==> src/rtl/ppcei_pkg.sv <==
// shared constants and types for the port pin configuration block
package ppcei_pkg;

  // register indices; byte address is four times the index
  localparam logic [7:0] IDX_P2_PULLUP = 8'he4;
  localparam logic [7:0] IDX_P0_PULLUP = 8'he5;
  localparam logic [7:0] IDX_P0_FLAGS  = 8'he8;
  localparam logic [7:0] IDX_P1_MODE   = 8'he9;
  localparam logic [7:0] IDX_P2_UPPER  = 8'hea;
  localparam logic [7:0] IDX_P2_LOWER  = 8'heb;
  localparam logic [7:0] IDX_P3_MODE   = 8'hf0;
  localparam logic [7:0] IDX_IRQ_STAT  = 8'hf8;
  localparam logic [7:0] IDX_IRQ_CLR   = 8'hf9;
  localparam logic [7:0] IDX_IRQ_EN    = 8'hfa;

  // reset values
  localparam logic [7:0] RST_P2_PULLUP = 8'h00;
  localparam logic [7:0] RST_P0_PULLUP = 8'h00;
  localparam logic [3:0] RST_FLAG_EN   = 4'h0;
  localparam logic [7:0] RST_P1_MODE   = 8'h00;
  localparam logic [7:0] RST_P2_UPPER  = 8'h00;
  localparam logic [7:0] RST_P2_LOWER  = 8'h00;
  localparam logic [7:0] RST_P3_MODE   = 8'h00;
  localparam logic [3:0] RST_IRQ_EN    = 4'h0;

  // implemented bits
  localparam logic [7:0] MASK_P1_MODE   = 8'hdf;
  localparam logic [7:0] MASK_P2_UPPER  = 8'h7f;
  localparam logic [7:0] MASK_P2_PULLUP = 8'h7f;

  // field positions
  localparam int P1_OD1_BIT  = 7;
  localparam int P1_OD0_BIT  = 6;
  localparam int P1_P12_BIT  = 4;
  localparam int P1_P11_LSB  = 2;
  localparam int P1_P10_LSB  = 0;
  localparam int P2_P6_LSB   = 4;
  localparam int P2_P5_LSB   = 2;
  localparam int P2_P4_LSB   = 0;
  localparam int P0_PU_SPLIT = 4;
  localparam int FLAG_EN_OFS = 1;
  localparam int FLAG_PD_OFS = 0;
  localparam int NUM_EXT_IRQ = 4;

  localparam logic [1:0] RESP_OKAY   = 2'b00;
  localparam logic [1:0] RESP_SLVERR = 2'b10;

  typedef enum logic [1:0] {
    P1M_IN    = 2'b00,
    P1M_IN_PU = 2'b01,
    P1M_OUT   = 2'b10,
    P1M_IN_PD = 2'b11
  } ppcei_p1_mode_type;

  // pins 3..0 of port 2; for pins 5,4 the last code is invalid
  typedef enum logic [1:0] {
    P2M_IN  = 2'b00,
    P2M_ALT = 2'b01,
    P2M_PP  = 2'b10,
    P2M_OD  = 2'b11
  } ppcei_p2_mode_type;

  typedef enum logic [2:0] {
    P6M_IN_A   = 3'b000,
    P6M_IN_B   = 3'b001,
    P6M_CONV_A = 3'b010,
    P6M_CONV_B = 3'b011,
    P6M_PP     = 3'b100,
    P6M_OD_PU  = 3'b101,
    P6M_OD     = 3'b110,
    P6M_CLK    = 3'b111
  } ppcei_p6_mode_type;

endpackage

==> src/rtl/ppcei_reg_if.sv <==
// register access carrier between bus slave and register file
`timescale 1ns/1ps
interface ppcei_reg_if;
  logic       wr_en;
  logic [7:0] wr_idx;
  logic [7:0] wr_data;
  logic       wr_hit;
  logic       rd_en;
  logic [7:0] rd_idx;
  logic [7:0] rd_data;
  logic       rd_hit;

  modport bus
  (
    output wr_en, wr_idx, wr_data, rd_en, rd_idx,
    input  wr_hit, rd_data, rd_hit
  );
  modport regs
  (
    input  wr_en, wr_idx, wr_data, rd_en, rd_idx,
    output wr_hit, rd_data, rd_hit
  );
endinterface

==> src/rtl/ppcei_top.sv <==
// port pin configuration registers, pin muxing and edge interrupts
//
// Chosen here: the AXI4-Lite slave port.
`timescale 1ns/1ps
module ppcei_top
  import ppcei_pkg::*;
#(
  parameter int ADDR_W = 10
) (
  input  wire logic              clk_i,
  input  wire logic              resetn_i,
  input  wire logic [ADDR_W-1:0] s_axi_awaddr_i,
  input  wire logic              s_axi_awvalid_i,
  output logic                   s_axi_awready_o,
  input  wire logic [31:0]       s_axi_wdata_i,
  input  wire logic [3:0]        s_axi_wstrb_i,
  input  wire logic              s_axi_wvalid_i,
  output logic                   s_axi_wready_o,
  output logic [1:0]             s_axi_bresp_o,
  output logic                   s_axi_bvalid_o,
  input  wire logic              s_axi_bready_i,
  input  wire logic [ADDR_W-1:0] s_axi_araddr_i,
  input  wire logic              s_axi_arvalid_i,
  output logic                   s_axi_arready_o,
  output logic [31:0]            s_axi_rdata_o,
  output logic [1:0]             s_axi_rresp_o,
  output logic                   s_axi_rvalid_o,
  input  wire logic              s_axi_rready_i,
  input  wire logic [3:0]        p0_pin_i,
  input  wire logic [3:0]        p0_is_input_i,
  output logic [7:0]             p0_pullup_o,
  input  wire logic [2:0]        p1_data_i,
  output logic [2:0]             p1_out_o,
  output logic [2:0]             p1_oe_o,
  output logic [1:0]             p1_pullup_o,
  output logic [1:0]             p1_pulldown_o,
  output logic [2:0]             p1_in_en_o,
  input  wire logic [6:0]        p2_data_i,
  input  wire logic [6:0]        p2_pin_i,
  input  wire logic              clock_out_pin_fn_i,
  input  wire logic              uart_txd_i,
  input  wire logic              uart_rxd_out_i,
  input  wire logic              timer_one_match_i,
  input  wire logic              timer_zero_match_i,
  output logic [6:0]             p2_out_o,
  output logic [6:0]             p2_oe_o,
  output logic [6:0]             p2_pullup_o,
  output logic [6:0]             p2_in_en_o,
  output logic [2:0]             conv_sel_o,
  output logic                   uart_rxd_o,
  output logic                   timer_one_capture_o,
  output logic                   irq_o
);
  logic       rst_meta_r;
  logic       rst_n_r;
  logic [7:0] port2_pullup_ctrl_r;
  logic [7:0] port0_pullup_ctrl_r;
  logic [3:0] flag_en_r;
  logic [7:0] port1_mode_ctrl_r;
  logic [7:0] port2_mode_ctrl_upper_r;
  logic [7:0] port2_mode_ctrl_lower_r;
  logic [7:0] port3_mode_ctrl_r;
  logic [3:0] irq_en_r;
  logic [3:0] pend;
  logic [3:0] pend_clr;
  logic [7:0] flags_view;
  logic [3:0] alt_src;

  ppcei_reg_if rif ();

  // reset enters asynchronously, leaves through two flops
  always_ff @(posedge clk_i or negedge resetn_i)
  begin
    if (!resetn_i)
    begin
      rst_meta_r <= 1'b0;
      rst_n_r    <= 1'b0;
    end
    else
    begin
      rst_meta_r <= 1'b1;
      rst_n_r    <= rst_meta_r;
    end
  end

  ppcei_axil_slave #(
    .ADDR_W (ADDR_W)
  ) u_bus (
    .clk_i     (clk_i),
    .rst_n_i   (rst_n_r),
    .awaddr_i  (s_axi_awaddr_i),
    .awvalid_i (s_axi_awvalid_i),
    .awready_o (s_axi_awready_o),
    .wdata_i   (s_axi_wdata_i),
    .wstrb_i   (s_axi_wstrb_i),
    .wvalid_i  (s_axi_wvalid_i),
    .wready_o  (s_axi_wready_o),
    .bresp_o   (s_axi_bresp_o),
    .bvalid_o  (s_axi_bvalid_o),
    .bready_i  (s_axi_bready_i),
    .araddr_i  (s_axi_araddr_i),
    .arvalid_i (s_axi_arvalid_i),
    .arready_o (s_axi_arready_o),
    .rdata_o   (s_axi_rdata_o),
    .rresp_o   (s_axi_rresp_o),
    .rvalid_o  (s_axi_rvalid_o),
    .rready_i  (s_axi_rready_i),
    .rif       (rif.bus)
  );

  always_comb
  begin
    unique case (rif.wr_idx)
      IDX_P2_PULLUP, IDX_P0_PULLUP, IDX_P0_FLAGS, IDX_P1_MODE,
      IDX_P2_UPPER, IDX_P2_LOWER, IDX_P3_MODE, IDX_IRQ_CLR,
      IDX_IRQ_EN:
        rif.wr_hit = 1'b1;
      default:
        rif.wr_hit = 1'b0;
    endcase
  end

  // configuration registers, unused bits held at zero; port3_mode_ctrl_r keeps all eight bits as written
  always_ff @(posedge clk_i or negedge rst_n_r)
  begin
    if (!rst_n_r)
    begin
      port2_pullup_ctrl_r     <= RST_P2_PULLUP;
      port0_pullup_ctrl_r     <= RST_P0_PULLUP;
      port1_mode_ctrl_r       <= RST_P1_MODE;
      port2_mode_ctrl_upper_r <= RST_P2_UPPER;
      port2_mode_ctrl_lower_r <= RST_P2_LOWER;
      port3_mode_ctrl_r       <= RST_P3_MODE;
    end
    else if (rif.wr_en)
    begin
      unique case (rif.wr_idx)
        IDX_P2_PULLUP:
          port2_pullup_ctrl_r <= rif.wr_data & MASK_P2_PULLUP;
        IDX_P0_PULLUP:
          port0_pullup_ctrl_r <= rif.wr_data;
        IDX_P1_MODE:
          port1_mode_ctrl_r <= rif.wr_data & MASK_P1_MODE;
        IDX_P2_UPPER:
          port2_mode_ctrl_upper_r <= rif.wr_data & MASK_P2_UPPER;
        IDX_P2_LOWER:
          port2_mode_ctrl_lower_r <= rif.wr_data;
        IDX_P3_MODE:
          port3_mode_ctrl_r <= rif.wr_data;
        default:
          port3_mode_ctrl_r <= port3_mode_ctrl_r;
      endcase
    end
  end

  // enable bits sit at the odd positions of the flag register
  always_ff @(posedge clk_i or negedge rst_n_r)
  begin
    if (!rst_n_r)
    begin
      flag_en_r <= RST_FLAG_EN;
      irq_en_r  <= RST_IRQ_EN;
    end
    else if (rif.wr_en)
    begin
      if (rif.wr_idx == IDX_P0_FLAGS)
        for (int k = 0; k < NUM_EXT_IRQ; k++)
          flag_en_r[k] <= rif.wr_data[2*k+FLAG_EN_OFS];
      if (rif.wr_idx == IDX_IRQ_EN)
        irq_en_r <= rif.wr_data[3:0];
    end
  end

  // zero in a pending position clears, the clear register takes ones
  always_comb
  begin
    pend_clr = 4'h0;
    for (int k = 0; k < NUM_EXT_IRQ; k++)
    begin
      if (rif.wr_en && rif.wr_idx == IDX_P0_FLAGS)
        pend_clr[k] = ~rif.wr_data[2*k+FLAG_PD_OFS];
      if (rif.wr_en && rif.wr_idx == IDX_IRQ_CLR)
        pend_clr[k] = rif.wr_data[k];
    end
  end

  // edges counted only while the port-0 pin is an input
  ppcei_edge_irq #(
    .N (NUM_EXT_IRQ)
  ) u_edge (
    .clk_i   (clk_i),
    .rst_n_i (rst_n_r),
    .pin_i   (p0_pin_i),
    .watch_i (p0_is_input_i),
    .en_i    (flag_en_r),
    .clr_i   (pend_clr),
    .pend_o  (pend)
  );

  // pending and enable bits interleave in the read view
  always_comb
  begin
    flags_view = 8'h00;
    for (int k = 0; k < NUM_EXT_IRQ; k++)
    begin
      flags_view[2*k+FLAG_EN_OFS] = flag_en_r[k];
      flags_view[2*k+FLAG_PD_OFS] = pend[k];
    end
  end

  always_comb
  begin
    rif.rd_hit  = 1'b1;
    rif.rd_data = 8'h00;
    unique case (rif.rd_idx)
      IDX_P2_PULLUP: rif.rd_data = port2_pullup_ctrl_r;
      IDX_P0_PULLUP: rif.rd_data = port0_pullup_ctrl_r;
      IDX_P0_FLAGS:  rif.rd_data = flags_view;
      IDX_P1_MODE:   rif.rd_data = port1_mode_ctrl_r;
      IDX_P2_UPPER:  rif.rd_data = port2_mode_ctrl_upper_r;
      IDX_P2_LOWER:  rif.rd_data = port2_mode_ctrl_lower_r;
      IDX_P3_MODE:   rif.rd_data = port3_mode_ctrl_r;
      IDX_IRQ_STAT:  rif.rd_data = {4'h0, pend};
      IDX_IRQ_CLR:   rif.rd_data = 8'h00;
      IDX_IRQ_EN:    rif.rd_data = {4'h0, irq_en_r};
      default:       rif.rd_hit  = 1'b0;
    endcase
  end

  // request stays up while an enabled pending bit is set
  always_ff @(posedge clk_i or negedge rst_n_r)
  begin
    if (!rst_n_r)
      irq_o <= 1'b0;
    else
      irq_o <= |(pend & irq_en_r);
  end

  // pull-up polarity differs between the two port-0 halves
  always_ff @(posedge clk_i or negedge rst_n_r)
  begin
    if (!rst_n_r)
      p0_pullup_o <= 8'h00;
    else
      p0_pullup_o <= {~port0_pullup_ctrl_r[7:P0_PU_SPLIT],
                      port0_pullup_ctrl_r[P0_PU_SPLIT-1:0]};
  end

  // open-drain drives only a low level; the high needs an outside pull-up, as p1_pullup_o is set only in P1M_IN_PU
  genvar g;
  generate
    for (g = 0; g < 2; g++)
    begin : g_p1
      ppcei_p1_mode_type md;
      logic              od;
      assign md = ppcei_p1_mode_type'(port1_mode_ctrl_r[2*g+1 -: 2]);
      assign od = port1_mode_ctrl_r[P1_OD0_BIT+g];
      // pin mode with chosen driver type
      always_ff @(posedge clk_i or negedge rst_n_r)
      begin
        if (!rst_n_r)
        begin
          p1_out_o[g]      <= 1'b0;
          p1_oe_o[g]       <= 1'b0;
          p1_pullup_o[g]   <= 1'b0;
          p1_pulldown_o[g] <= 1'b0;
          p1_in_en_o[g]    <= 1'b0;
        end
        else
        begin
          p1_out_o[g]      <= od ? 1'b0 : p1_data_i[g];
          p1_oe_o[g]       <= (md == P1M_OUT) & (~od | ~p1_data_i[g]);
          p1_pullup_o[g]   <= (md == P1M_IN_PU);
          p1_pulldown_o[g] <= (md == P1M_IN_PD);
          p1_in_en_o[g]    <= (md != P1M_OUT);
        end
      end
    end
  endgenerate

  // pin 2 of port 1 is input or open-drain only
  always_ff @(posedge clk_i or negedge rst_n_r)
  begin
    if (!rst_n_r)
    begin
      p1_out_o[2]   <= 1'b0;
      p1_oe_o[2]    <= 1'b0;
      p1_in_en_o[2] <= 1'b0;
    end
    else
    begin
      p1_out_o[2]   <= 1'b0;
      p1_oe_o[2]    <= port1_mode_ctrl_r[P1_P12_BIT] & ~p1_data_i[2];
      p1_in_en_o[2] <= ~port1_mode_ctrl_r[P1_P12_BIT];
    end
  end

  // alternate sources of port-2 pins 3..0
  assign alt_src = {uart_txd_i, uart_rxd_out_i, timer_one_match_i,
                    timer_zero_match_i};

  generate
    for (g = 0; g < 4; g++)
    begin : g_p2lo
      ppcei_p2_mode_type md;
      assign md = ppcei_p2_mode_type'(port2_mode_ctrl_lower_r[2*g+1 -: 2]);
      always_ff @(posedge clk_i or negedge rst_n_r)
      begin
        if (!rst_n_r)
        begin
          p2_out_o[g]   <= 1'b0;
          p2_oe_o[g]    <= 1'b0;
          p2_in_en_o[g] <= 1'b0;
        end
        else
        begin
          unique case (md)
            P2M_IN:
            begin
              p2_out_o[g] <= 1'b0;
              p2_oe_o[g]  <= 1'b0;
            end
            P2M_ALT:
            begin
              p2_out_o[g] <= alt_src[g];
              p2_oe_o[g]  <= 1'b1;
            end
            P2M_PP:
            begin
              p2_out_o[g] <= p2_data_i[g];
              p2_oe_o[g]  <= 1'b1;
            end
            P2M_OD:
            begin
              p2_out_o[g] <= 1'b0;
              p2_oe_o[g]  <= ~p2_data_i[g];
            end
          endcase
          p2_in_en_o[g] <= (md == P2M_IN);
        end
      end
    end
  endgenerate

  // pins 5,4: invalid code falls back to a plain input
  generate
    for (g = 0; g < 2; g++)
    begin : g_p2mid
      ppcei_p2_mode_type md;
      assign md = ppcei_p2_mode_type'(
        port2_mode_ctrl_upper_r[P2_P4_LSB+2*g+1 -: 2]);
      always_ff @(posedge clk_i or negedge rst_n_r)
      begin
        if (!rst_n_r)
        begin
          p2_out_o[4+g]   <= 1'b0;
          p2_oe_o[4+g]    <= 1'b0;
          p2_in_en_o[4+g] <= 1'b0;
          conv_sel_o[2-g] <= 1'b0;
        end
        else
        begin
          p2_out_o[4+g]   <= p2_data_i[4+g];
          p2_oe_o[4+g]    <= (md == P2M_PP);
          p2_in_en_o[4+g] <= (md == P2M_IN) | (md == P2M_OD);
          conv_sel_o[2-g] <= (md == P2M_ALT);
        end
      end
    end
  endgenerate

  // pin 6 with converter and clock output functions
  ppcei_p6_mode_type md6;
  assign md6 = ppcei_p6_mode_type'(port2_mode_ctrl_upper_r[P2_P6_LSB+2 -: 3]);

  always_ff @(posedge clk_i or negedge rst_n_r)
  begin
    if (!rst_n_r)
    begin
      p2_out_o[6]   <= 1'b0;
      p2_oe_o[6]    <= 1'b0;
      p2_in_en_o[6] <= 1'b0;
      conv_sel_o[0] <= 1'b0;
    end
    else
    begin
      unique case (md6)
        P6M_IN_A, P6M_IN_B, P6M_CONV_A, P6M_CONV_B:
        begin
          p2_out_o[6] <= 1'b0;
          p2_oe_o[6]  <= 1'b0;
        end
        P6M_PP:
        begin
          p2_out_o[6] <= p2_data_i[6];
          p2_oe_o[6]  <= 1'b1;
        end
        P6M_OD_PU, P6M_OD:
        begin
          p2_out_o[6] <= 1'b0;
          p2_oe_o[6]  <= ~p2_data_i[6];
        end
        P6M_CLK:
        begin
          p2_out_o[6] <= clock_out_pin_fn_i;
          p2_oe_o[6]  <= 1'b1;
        end
      endcase
      p2_in_en_o[6] <= (md6 == P6M_IN_A) | (md6 == P6M_IN_B);
      conv_sel_o[0] <= (md6 == P6M_CONV_A) | (md6 == P6M_CONV_B);
    end
  end

  // inverted pull-up bits; pin 6 mode P6M_OD_PU adds its own
  always_ff @(posedge clk_i or negedge rst_n_r)
  begin
    if (!rst_n_r)
      p2_pullup_o <= 7'h00;
    else
    begin
      p2_pullup_o    <= ~port2_pullup_ctrl_r[6:0];
      p2_pullup_o[6] <= ~port2_pullup_ctrl_r[6] | (md6 == P6M_OD_PU);
    end
  end

  // receive and capture follow pin 2 only in input mode
  always_ff @(posedge clk_i or negedge rst_n_r)
  begin
    if (!rst_n_r)
    begin
      uart_rxd_o          <= 1'b1;
      timer_one_capture_o <= 1'b1;
    end
    else
    begin
      uart_rxd_o          <= g_p2lo[2].md == P2M_IN ? p2_pin_i[2] : 1'b1;
      timer_one_capture_o <= g_p2lo[2].md == P2M_IN ? p2_pin_i[2] : 1'b1;
    end
  end

endmodule

==> src/rtl/ppcei_edge_irq.sv <==
// falling edge detectors with sticky pending bits
`timescale 1ns/1ps
module ppcei_edge_irq #(
  parameter int N = 4
) (
  input  wire logic         clk_i,
  input  wire logic         rst_n_i,
  input  wire logic [N-1:0] pin_i,
  input  wire logic [N-1:0] watch_i,
  input  wire logic [N-1:0] en_i,
  input  wire logic [N-1:0] clr_i,
  output logic      [N-1:0] pend_o
);
  genvar k;
  generate
    for (k = 0; k < N; k++)
    begin : g_line
      logic prev_r;
      logic fall;
      // a line left idle low through reset raises no edge
      always_ff @(posedge clk_i or negedge rst_n_i)
      begin
        if (!rst_n_i)
          prev_r <= 1'b0;
        else
          prev_r <= pin_i[k];
      end
      assign fall = prev_r & ~pin_i[k] & watch_i[k] & en_i[k];
      always_ff @(posedge clk_i or negedge rst_n_i)
      begin
        if (!rst_n_i)
          pend_o[k] <= 1'b0;
        else
          pend_o[k] <= fall | (pend_o[k] & ~clr_i[k]);
      end
    end
  endgenerate
endmodule

==> src/rtl/ppcei_axil_slave.sv <==
// axi4-lite slave that turns bus beats into register strobes
`timescale 1ns/1ps
module ppcei_axil_slave
  import ppcei_pkg::*;
#(
  parameter int ADDR_W = 10
) (
  input  wire logic              clk_i,
  input  wire logic              rst_n_i,
  input  wire logic [ADDR_W-1:0] awaddr_i,
  input  wire logic              awvalid_i,
  output logic                   awready_o,
  input  wire logic [31:0]       wdata_i,
  input  wire logic [3:0]        wstrb_i,
  input  wire logic              wvalid_i,
  output logic                   wready_o,
  output logic [1:0]             bresp_o,
  output logic                   bvalid_o,
  input  wire logic              bready_i,
  input  wire logic [ADDR_W-1:0] araddr_i,
  input  wire logic              arvalid_i,
  output logic                   arready_o,
  output logic [31:0]            rdata_o,
  output logic [1:0]             rresp_o,
  output logic                   rvalid_o,
  input  wire logic              rready_i,
  ppcei_reg_if.bus               rif
);
  logic       aw_full_r;
  logic       w_full_r;
  logic [7:0] aw_idx_r;
  logic [7:0] w_data_r;
  logic       w_lane_r;
  logic       aw_take;
  logic       w_take;
  logic       ar_take;
  logic       aw_full_nxt;
  logic       w_full_nxt;
  logic       bvalid_nxt;
  logic       rvalid_nxt;

  assign aw_take = awvalid_i & awready_o;
  assign w_take  = wvalid_i & wready_o;
  assign ar_take = arvalid_i & arready_o;

  // only byte lane 0 carries data; a write without it changes nothing
  assign rif.wr_en   = aw_full_r & w_full_r & ~bvalid_o & w_lane_r;
  assign rif.wr_idx  = aw_idx_r;
  assign rif.wr_data = w_data_r;
  assign rif.rd_en   = ar_take;
  assign rif.rd_idx  = araddr_i[9:2];

  always_comb
  begin
    aw_full_nxt = aw_full_r | aw_take;
    w_full_nxt  = w_full_r | w_take;
    bvalid_nxt  = bvalid_o & ~bready_i;
    if (aw_full_r & w_full_r & ~bvalid_o)
    begin
      aw_full_nxt = 1'b0;
      w_full_nxt  = 1'b0;
      bvalid_nxt  = 1'b1;
    end
    rvalid_nxt = ar_take | (rvalid_o & ~rready_i);
  end

  always_ff @(posedge clk_i or negedge rst_n_i)
  begin
    if (!rst_n_i)
    begin
      aw_full_r <= 1'b0;
      w_full_r  <= 1'b0;
      bvalid_o  <= 1'b0;
      awready_o <= 1'b0;
      wready_o  <= 1'b0;
    end
    else
    begin
      aw_full_r <= aw_full_nxt;
      w_full_r  <= w_full_nxt;
      bvalid_o  <= bvalid_nxt;
      awready_o <= ~aw_full_nxt & ~bvalid_nxt;
      wready_o  <= ~w_full_nxt & ~bvalid_nxt;
    end
  end

  always_ff @(posedge clk_i or negedge rst_n_i)
  begin
    if (!rst_n_i)
    begin
      aw_idx_r <= 8'h00;
      w_data_r <= 8'h00;
      w_lane_r <= 1'b0;
      bresp_o  <= RESP_OKAY;
    end
    else
    begin
      if (aw_take)
        aw_idx_r <= awaddr_i[9:2];
      if (w_take)
      begin
        w_data_r <= wdata_i[7:0];
        w_lane_r <= wstrb_i[0];
      end
      if (aw_full_r & w_full_r & ~bvalid_o)
        bresp_o <= rif.wr_hit ? RESP_OKAY : RESP_SLVERR;
    end
  end

  always_ff @(posedge clk_i or negedge rst_n_i)
  begin
    if (!rst_n_i)
    begin
      rvalid_o  <= 1'b0;
      arready_o <= 1'b0;
      rdata_o   <= 32'h0000_0000;
      rresp_o   <= RESP_OKAY;
    end
    else
    begin
      rvalid_o  <= rvalid_nxt;
      arready_o <= ~rvalid_nxt;
      if (ar_take)
      begin
        rdata_o <= {24'h00_0000, rif.rd_data};
        rresp_o <= rif.rd_hit ? RESP_OKAY : RESP_SLVERR;
      end
    end
  end
endmodule

==> config.mk <==
export PLATFORM = sky130hd
export DESIGN_NAME = ppcei_top
export DESIGN_NICKNAME = d
export VERILOG_FILES = /design/src/rtl/ppcei_pkg.sv /design/src/rtl/ppcei_reg_if.sv /design/src/rtl/ppcei_top.sv /design/src/rtl/ppcei_edge_irq.sv /design/src/rtl/ppcei_axil_slave.sv
export SDC_FILE = /design/constraint.sdc
export NUM_CORES = 1
export LEC_CHECK = 0
export BUFFER_PORTS_ARGS = -buffer_cell sky130_fd_sc_hd__buf_4
export CAP_MARGIN = 20
export CORE_MARGIN = 2
export CORE_UTILIZATION = 40
export CTS_BUF_LIST = sky130_fd_sc_hd__clkbuf_4
export CTS_CLUSTER_SIZE = 28
export DETAILED_ROUTE_END_ITERATION = 16
export GPL_ROUTABILITY_DRIVEN = 1
export PLACE_DENSITY = 0.64
export SETUP_SLACK_MARGIN = 0.1
export SYNTH_ARGS = -nofsm -noshare
export SYNTH_HDL_FRONTEND = slang
export SYNTH_SLANG_ARGS = --single-unit
==> constraint.sdc <==
create_clock -name clk_i -period 7.4 [get_ports clk_i]
set_clock_uncertainty 0.2 [all_clocks]
set_input_delay 0.37 -clock clk_i [delete_from_list [all_inputs] [get_ports clk_i]]
set_output_delay 0.37 -clock clk_i [all_outputs]
set_load 0.01 [all_outputs]
== After elaboration in Yosys (flattened, before gate mapping) ==
Cells that the tools add are included.
W data, S select, Z words.

* Bits of input ports: 93
* Register bits: 152
* Output and inout port bits: 96

* Mux-type cells: 29
* Equal/unequal tests: 52
* Bitwise gates (word level): 77
* Reductions and logical operators: 32

{| class="wikitable"
|+ Operators with widths
! cell !! number
|-
| $eq A8 B8 Y1 const B || 19
|-
| $pmux W8 S9 || 1
|-
| $eq A2 B2 Y1 const B || 16
|-
| $not A1 Y1 || 31
|-
| $pmux W1 S3 || 10
|-
| $and A1 B1 Y1 || 29
|-
| $reduce_or A2 Y1 || 10
|-
| $eq A2 B1 Y1 const B || 8
|-
| $mux W1 || 16
|-
| $reduce_and A2 Y1 || 8
|-
| $or A1 B1 Y1 || 14
|-
| $eq A3 B3 Y1 const B || 4
|-
| $logic_not A2 Y1 || 6
|-
| $reduce_or A10 Y1 || 1
|-
| $reduce_or A9 Y1 || 1
|-
| $reduce_or A4 Y1 || 2
|-
| $eq A3 B2 Y1 const B || 2
|-
| $not A6 Y6 || 1
|-
| $reduce_or A6 Y1 || 1
|-
| $and A4 B4 Y4 || 1
|-
| $mux W2 || 2
|-
| $ne A2 B2 Y1 const B || 2
|-
| $not A4 Y4 || 1
|-
| $eq A3 B1 Y1 const B || 1
|-
| 2 further kinds || 3
|}

== Logic depth before layout (Yosys ltp) ==
* Depth after elaboration: 9
* Mapped depth: 6
* Mapped depth without buffers: 4

== By module ==
Synthesis repeated with hierarchy kept, for this count alone.

* Cells, all modules: 524
* Area, all modules: 6607.6 sq um

{| class="wikitable"
|+ Modules (own cells, without submodules)
! module !! cells an instance !! seq. area each (sq um) !! area an instance (sq um) !! times used
|-
| ppcei_top || 389 || 2703.8 || 4770.8 || 1
|-
| ppcei_axil_slave || 115 || 850.8 || 1566.5 || 1
|-
| ppcei_edge_irq || 20 || 200.2 || 270.3 || 1
|}

== Worst setup path after synthesis ==
Ideal clock, no wire load.

* Path kind: register to register
* From: register u_bus.bvalid_o
* To: register port3_mode_ctrl_r[0]
* Arrival time: 1.721 ns
* Path slack: 5.355 ns
* Stages on the path, launching flop included: 6
* Data required time: 7.075 ns
* Path through: dfrtp_1 -> and3b_1 -> buf_6 -> nand4b_4 -> nor4_4 -> mux2_2

* Word-level cells in the longest chain between the ends: 4

{| class="wikitable"
|+ RTL lines
! what !! RTL line !! source
|-
| start: declaration || ppcei_axil_slave.sv:18 || <nowiki>output logic bvalid_o,</nowiki>
|-
| start signal: assignment || ppcei_axil_slave.sv:81 || <nowiki>bvalid_o <= bvalid_nxt;</nowiki>
|-
| $not A1 Y1 || ppcei_axil_slave.sv:47 || <nowiki>assign rif.wr_en = aw_full_r & w_full_r & ~bvalid_o & w_lane_r;</nowiki>
|-
| $and A1 B1 Y1 (2 in a row) || ppcei_axil_slave.sv:47 ||
|-
| $reduce_and A2 Y1 (no line) || - ||
|-
| end signal: assignment || ppcei_top.sv:149 || <nowiki>port3_mode_ctrl_r <= rif.wr_data;</nowiki>
|-
| end signal: assignment || ppcei_top.sv:151 || <nowiki>port3_mode_ctrl_r <= port3_mode_ctrl_r;</nowiki>
|-
| end: declaration || ppcei_top.sv:62 || <nowiki>logic [7:0] port3_mode_ctrl_r;</nowiki>
|}

No other way between the ends.
A chain may end at the register's enable or synchronous reset.

== Worst setup path in the final report ==
* From: register u_bus.bvalid_o
* To: register port1_mode_ctrl_r[2]

* Word-level cells in the longest chain between the ends: 4

{| class="wikitable"
|+ RTL lines
! what !! RTL line !! source
|-
| $not A1 Y1 || ppcei_axil_slave.sv:47 ||
|-
| $and A1 B1 Y1 (2 in a row) || ppcei_axil_slave.sv:47 ||
|-
| $reduce_and A2 Y1 (no line) || - ||
|-
| end signal: assignment || ppcei_top.sv:143 || <nowiki>port1_mode_ctrl_r <= rif.wr_data & MASK_P1_MODE;</nowiki>
|-
| end: declaration || ppcei_top.sv:59 || <nowiki>logic [7:0] port1_mode_ctrl_r;</nowiki>
|}

No other way between the ends.

==> impl_results.md <==
* Yosys reg bits at 150
* Clock power share at 26.8%
* Data required, critical path at 7.65 ns
* Number of port buffers at 124
* Sw Pwr at 587 uW
* Crit path capture type: flop
* Startpoint types: flop
* First-pass DRT Iterations at 4
* DR vias at 4657
* DRT Wirelength at 15600 microns
* Comb pwr share at 18.0%
* Pins Over Slew Limit at 0
* Max_slew headroom at 35.0%
* Post-Syn Area at 6640 sq um
* Critical path arrival at 2.86 ns
* Int Power at 1380 uW
* Synth warnings at 0
* ANT cells at 0
* Post-Syn Area per Cell at 12.4 sq um
* Clk Tree Root Cell: clkbuf_4
* CTS tree: yes
* Iter 0 DRT Violations at 197
* Commonest non-fill, non-tap cell in the layout: dfrtp_1
* Vias in the first global route at 4867
* Min-delay worst type: input port to flop
* Dpl hpwl at 11000 microns
* Area added between synthesis and finish at 27.3%
* Antenna violation net count after detailed routing at 0
* Pleak at 0.00393 uW
* Pre-CTS setup slack at 4.80 ns
* Overflow after GRT at 0
* Power Dens Cells at 233 nW/um^2
* Initial antenna violation count at 0
* Initial Util at 40.5%
* Status: finished, final reports clean
* Register area at 3760 sq um
* Fmax at 383 MHz
* Filler cells at 1489
* Reg power frac at 55.2%
* # IOs at 189
* WL/cell at 16.6 microns
* Multi-input logic area at 2560 sq um
* Post-synthesis sequential area ratio at 56.5%
* Period utilization at 35.2%
* Synth unique cells at 58
* H-Tree Depth at 4
* Final nets at 821
* Core area at 16400 sq um
* Synthesized instance count at 536
* Die W at 133 microns
* Top_reg_cell synth: dfrtp_1
* First-pass GRT wire length at 24900 microns
* Die area at 17700 sq um
* Num CTS Buffers at 17
* Clk Latency, worst-skew pair at 0.56 ns
* Via density at 4.96
* RSZ-0062 raised after global routing: no
* Sw frac at 29.8%
* Post-CTS Setup Bufs at 0
* Gp weighted congestion at 0.829
* Deepest clock path buffer count at 2
* CTS Sinks at 150
* Layout cells sized above 1 at 34.1%
* Critical path class: flop to flop
* Crit path time final at 2.61 ns
* EDFF count, synth at 0
* VDD IR max at 0.000146 V
* Worst-Margin Slew at 0.969 ns
* MaxCap Viol Count at 0
* Largest net degree at the start of global routing at 76
* Total track usage at 18.4%
* FFs w/ async S/R, synth at 100%
* Die height at 133 microns
* Row count at 47
* Hold Vio Cnt, Final at 0
* CTS clock-pin slew for the worst setup and hold paths at 0.11 ns
* Final WS setup at 4.79 ns
* Final Setup Violations at 0
* # DRC at 0
* Commonest non-fill, non-tap cells in the layout: dfrtp_1 (148), buf_4 (125), mux2_2 (73), dlygate4sd3_1 (52), nand2_1 (38)
* Setup tns final at 0 ns
* Worst-path maximum fanout at 10
-- area by class of cell --
| class | count | share of cell area (%) |
|---|---|---|
| Sequential cell | 150 | 44.4 |
| Timing Repair Buffer | 177 | 17.2 |
| Tap cell | 220 | 3.25 |
| Clock inverter | 12 | 1.92 |
| Multi-Input combinational cell | 331 | 30.3 |
| Inverter | 31 | 1.38 |
| Clock buffer | 17 | 1.51 |
-- path summary, 6_finish.rpt --
check                                       start                      to  slack [ns]  cells after the start
worst min register to register         rst_meta_r                 rst_n_r        0.16                      0
min in group asynchronous                 rst_n_r    u_bus.rif.wr_data[3]        0.27                      0
max in group asynchronous                 rst_n_r  port2_pullup_ctrl_r[3]        5.24                      1
worst min-delay path            s_axi_araddr_i[2]        u_bus.rdata_o[7]        0.12                      3
worst max-delay path               u_bus.bvalid_o    port1_mode_ctrl_r[2]        4.79                      4
worst max register to register     u_bus.bvalid_o    port1_mode_ctrl_r[2]        4.79                      4
-- routing by layer --
metal  up-vias  track usage (%)  part of all wire, %
met1      2318             22.1                   42
met5         -                0                    0
met4         0             8.18                  2.9
li1       2171                -                    -
met2       138             31.5                   50
met3        30             4.25                  4.9
-- state kept, by name (all words and copies together), names as in the netlist, 7 cells and up --
register                 cells
p0_pullup_o                  8
port2_mode_ctrl_lower_r      8
port2_mode_ctrl_upper_r      7
port3_mode_ctrl_r            8
port0_pullup_ctrl_r          8
p2_pullup_o                  7
p2_out_o                     7
p2_oe_o                      7
port2_pullup_ctrl_r          7
port1_mode_ctrl_r            7
u_bus.rif.wr_idx             8
p2_in_en_o                   7
u_bus.rdata_o                8
u_bus.rif.wr_data            8
-- cell families (layout without fill, tap and decap cells) --
| family | count (synthesis) | in the layout | synth area share [%] |
|---|---|---|---|
| flip-flops | 150 | 150 | 56.5 |
| AND/OR/NAND/NOR | 141 | 141 | 13.2 |
| multiplexers | 81 | 81 | 14.0 |
| buffers and inverters | 81 | 237 | 6.42 |
| AO/OA/AOI/OAI | 60 | 60 | 5.88 |
| adder cells (fa/ha/maj) | 20 | 20 | 3.77 |
| other | 2 | 28 | 0.113 |
| XOR/XNOR | 1 | 1 | 0.132 |
-- cell usage after synthesis, drive strengths merged, types with 3 or more instances --
library cell	n	area share, %
dfrtp	149	56
mux2	73	12
buf	39	4.0
nand2	38	2.1
inv	31	1.8
ha	20	3.8
nor2	16	1.1
o21ai	16	1.2
a21oi	14	1.1
clkbuf	11	0.64
nor3	11	0.98
nand2b	10	0.94
nor2b	10	0.94
nand4b	9	1.5
a32oi	8	1.1
nor4	7	0.89
mux2i	6	0.90
nand4	6	0.66
nand3	5	0.38
and2	4	0.38
nand3b	4	0.45
a2111oi	3	0.40
a211oi	3	0.34
a22oi	3	0.34
a31o	3	0.40
a31oi	3	0.28
and4b	3	0.45
nor4b	3	0.72
or3	3	0.28
-- power by group through the flow --
stage / Combinational, uW / Sequential (uW) / Clock (uW)
floorplan: 253 / 1030 / 0
global placement: 317 / 1100 / 0
detailed placement: 331 / 1110 / 0
CTS: 358 / 1090 / 547
global route: 389 / 1110 / 579
finish: 354 / 1090 / 529
-- stage by stage --
| stage | area [sq um] | utilization, % | total power (uW) | std cells | hold WS, ns |
|---|---|---|---|---|---|
| floorplan | 6740 | - | 1290 | 562 | -0.126 |
| global placement | 7650 | 46.6 | 1420 | 857 | -0.0470 |
| detailed placement | 7650 | 46.6 | 1440 | 857 | -0.0441 |
| CTS | 8460 | 51.6 | 2000 | 938 | 0.0780 |
| global route | 8460 | 51.6 | 2080 | 938 | 0.0940 |
| finish | 8460 | 51.6 | 1970 | 938 | 0.122 |
-- what timing repair did --
item | in CTS | in global routing
endpoints found under the setup margin | 0 | 0
hold endpoints to repair | 52 | 0
hold buffers | 52 | 0
resized for setup | 0 | 0
-- critical path, cell delays in order, from the launching register on --
cell and delay (ns):
dfrtp_1 0.42, and3b_1 0.44, nand4b_4 0.25, nor3_2 0.77
mux2_2 0.42
Note: power is estimated with default switching activity, not from simulation.
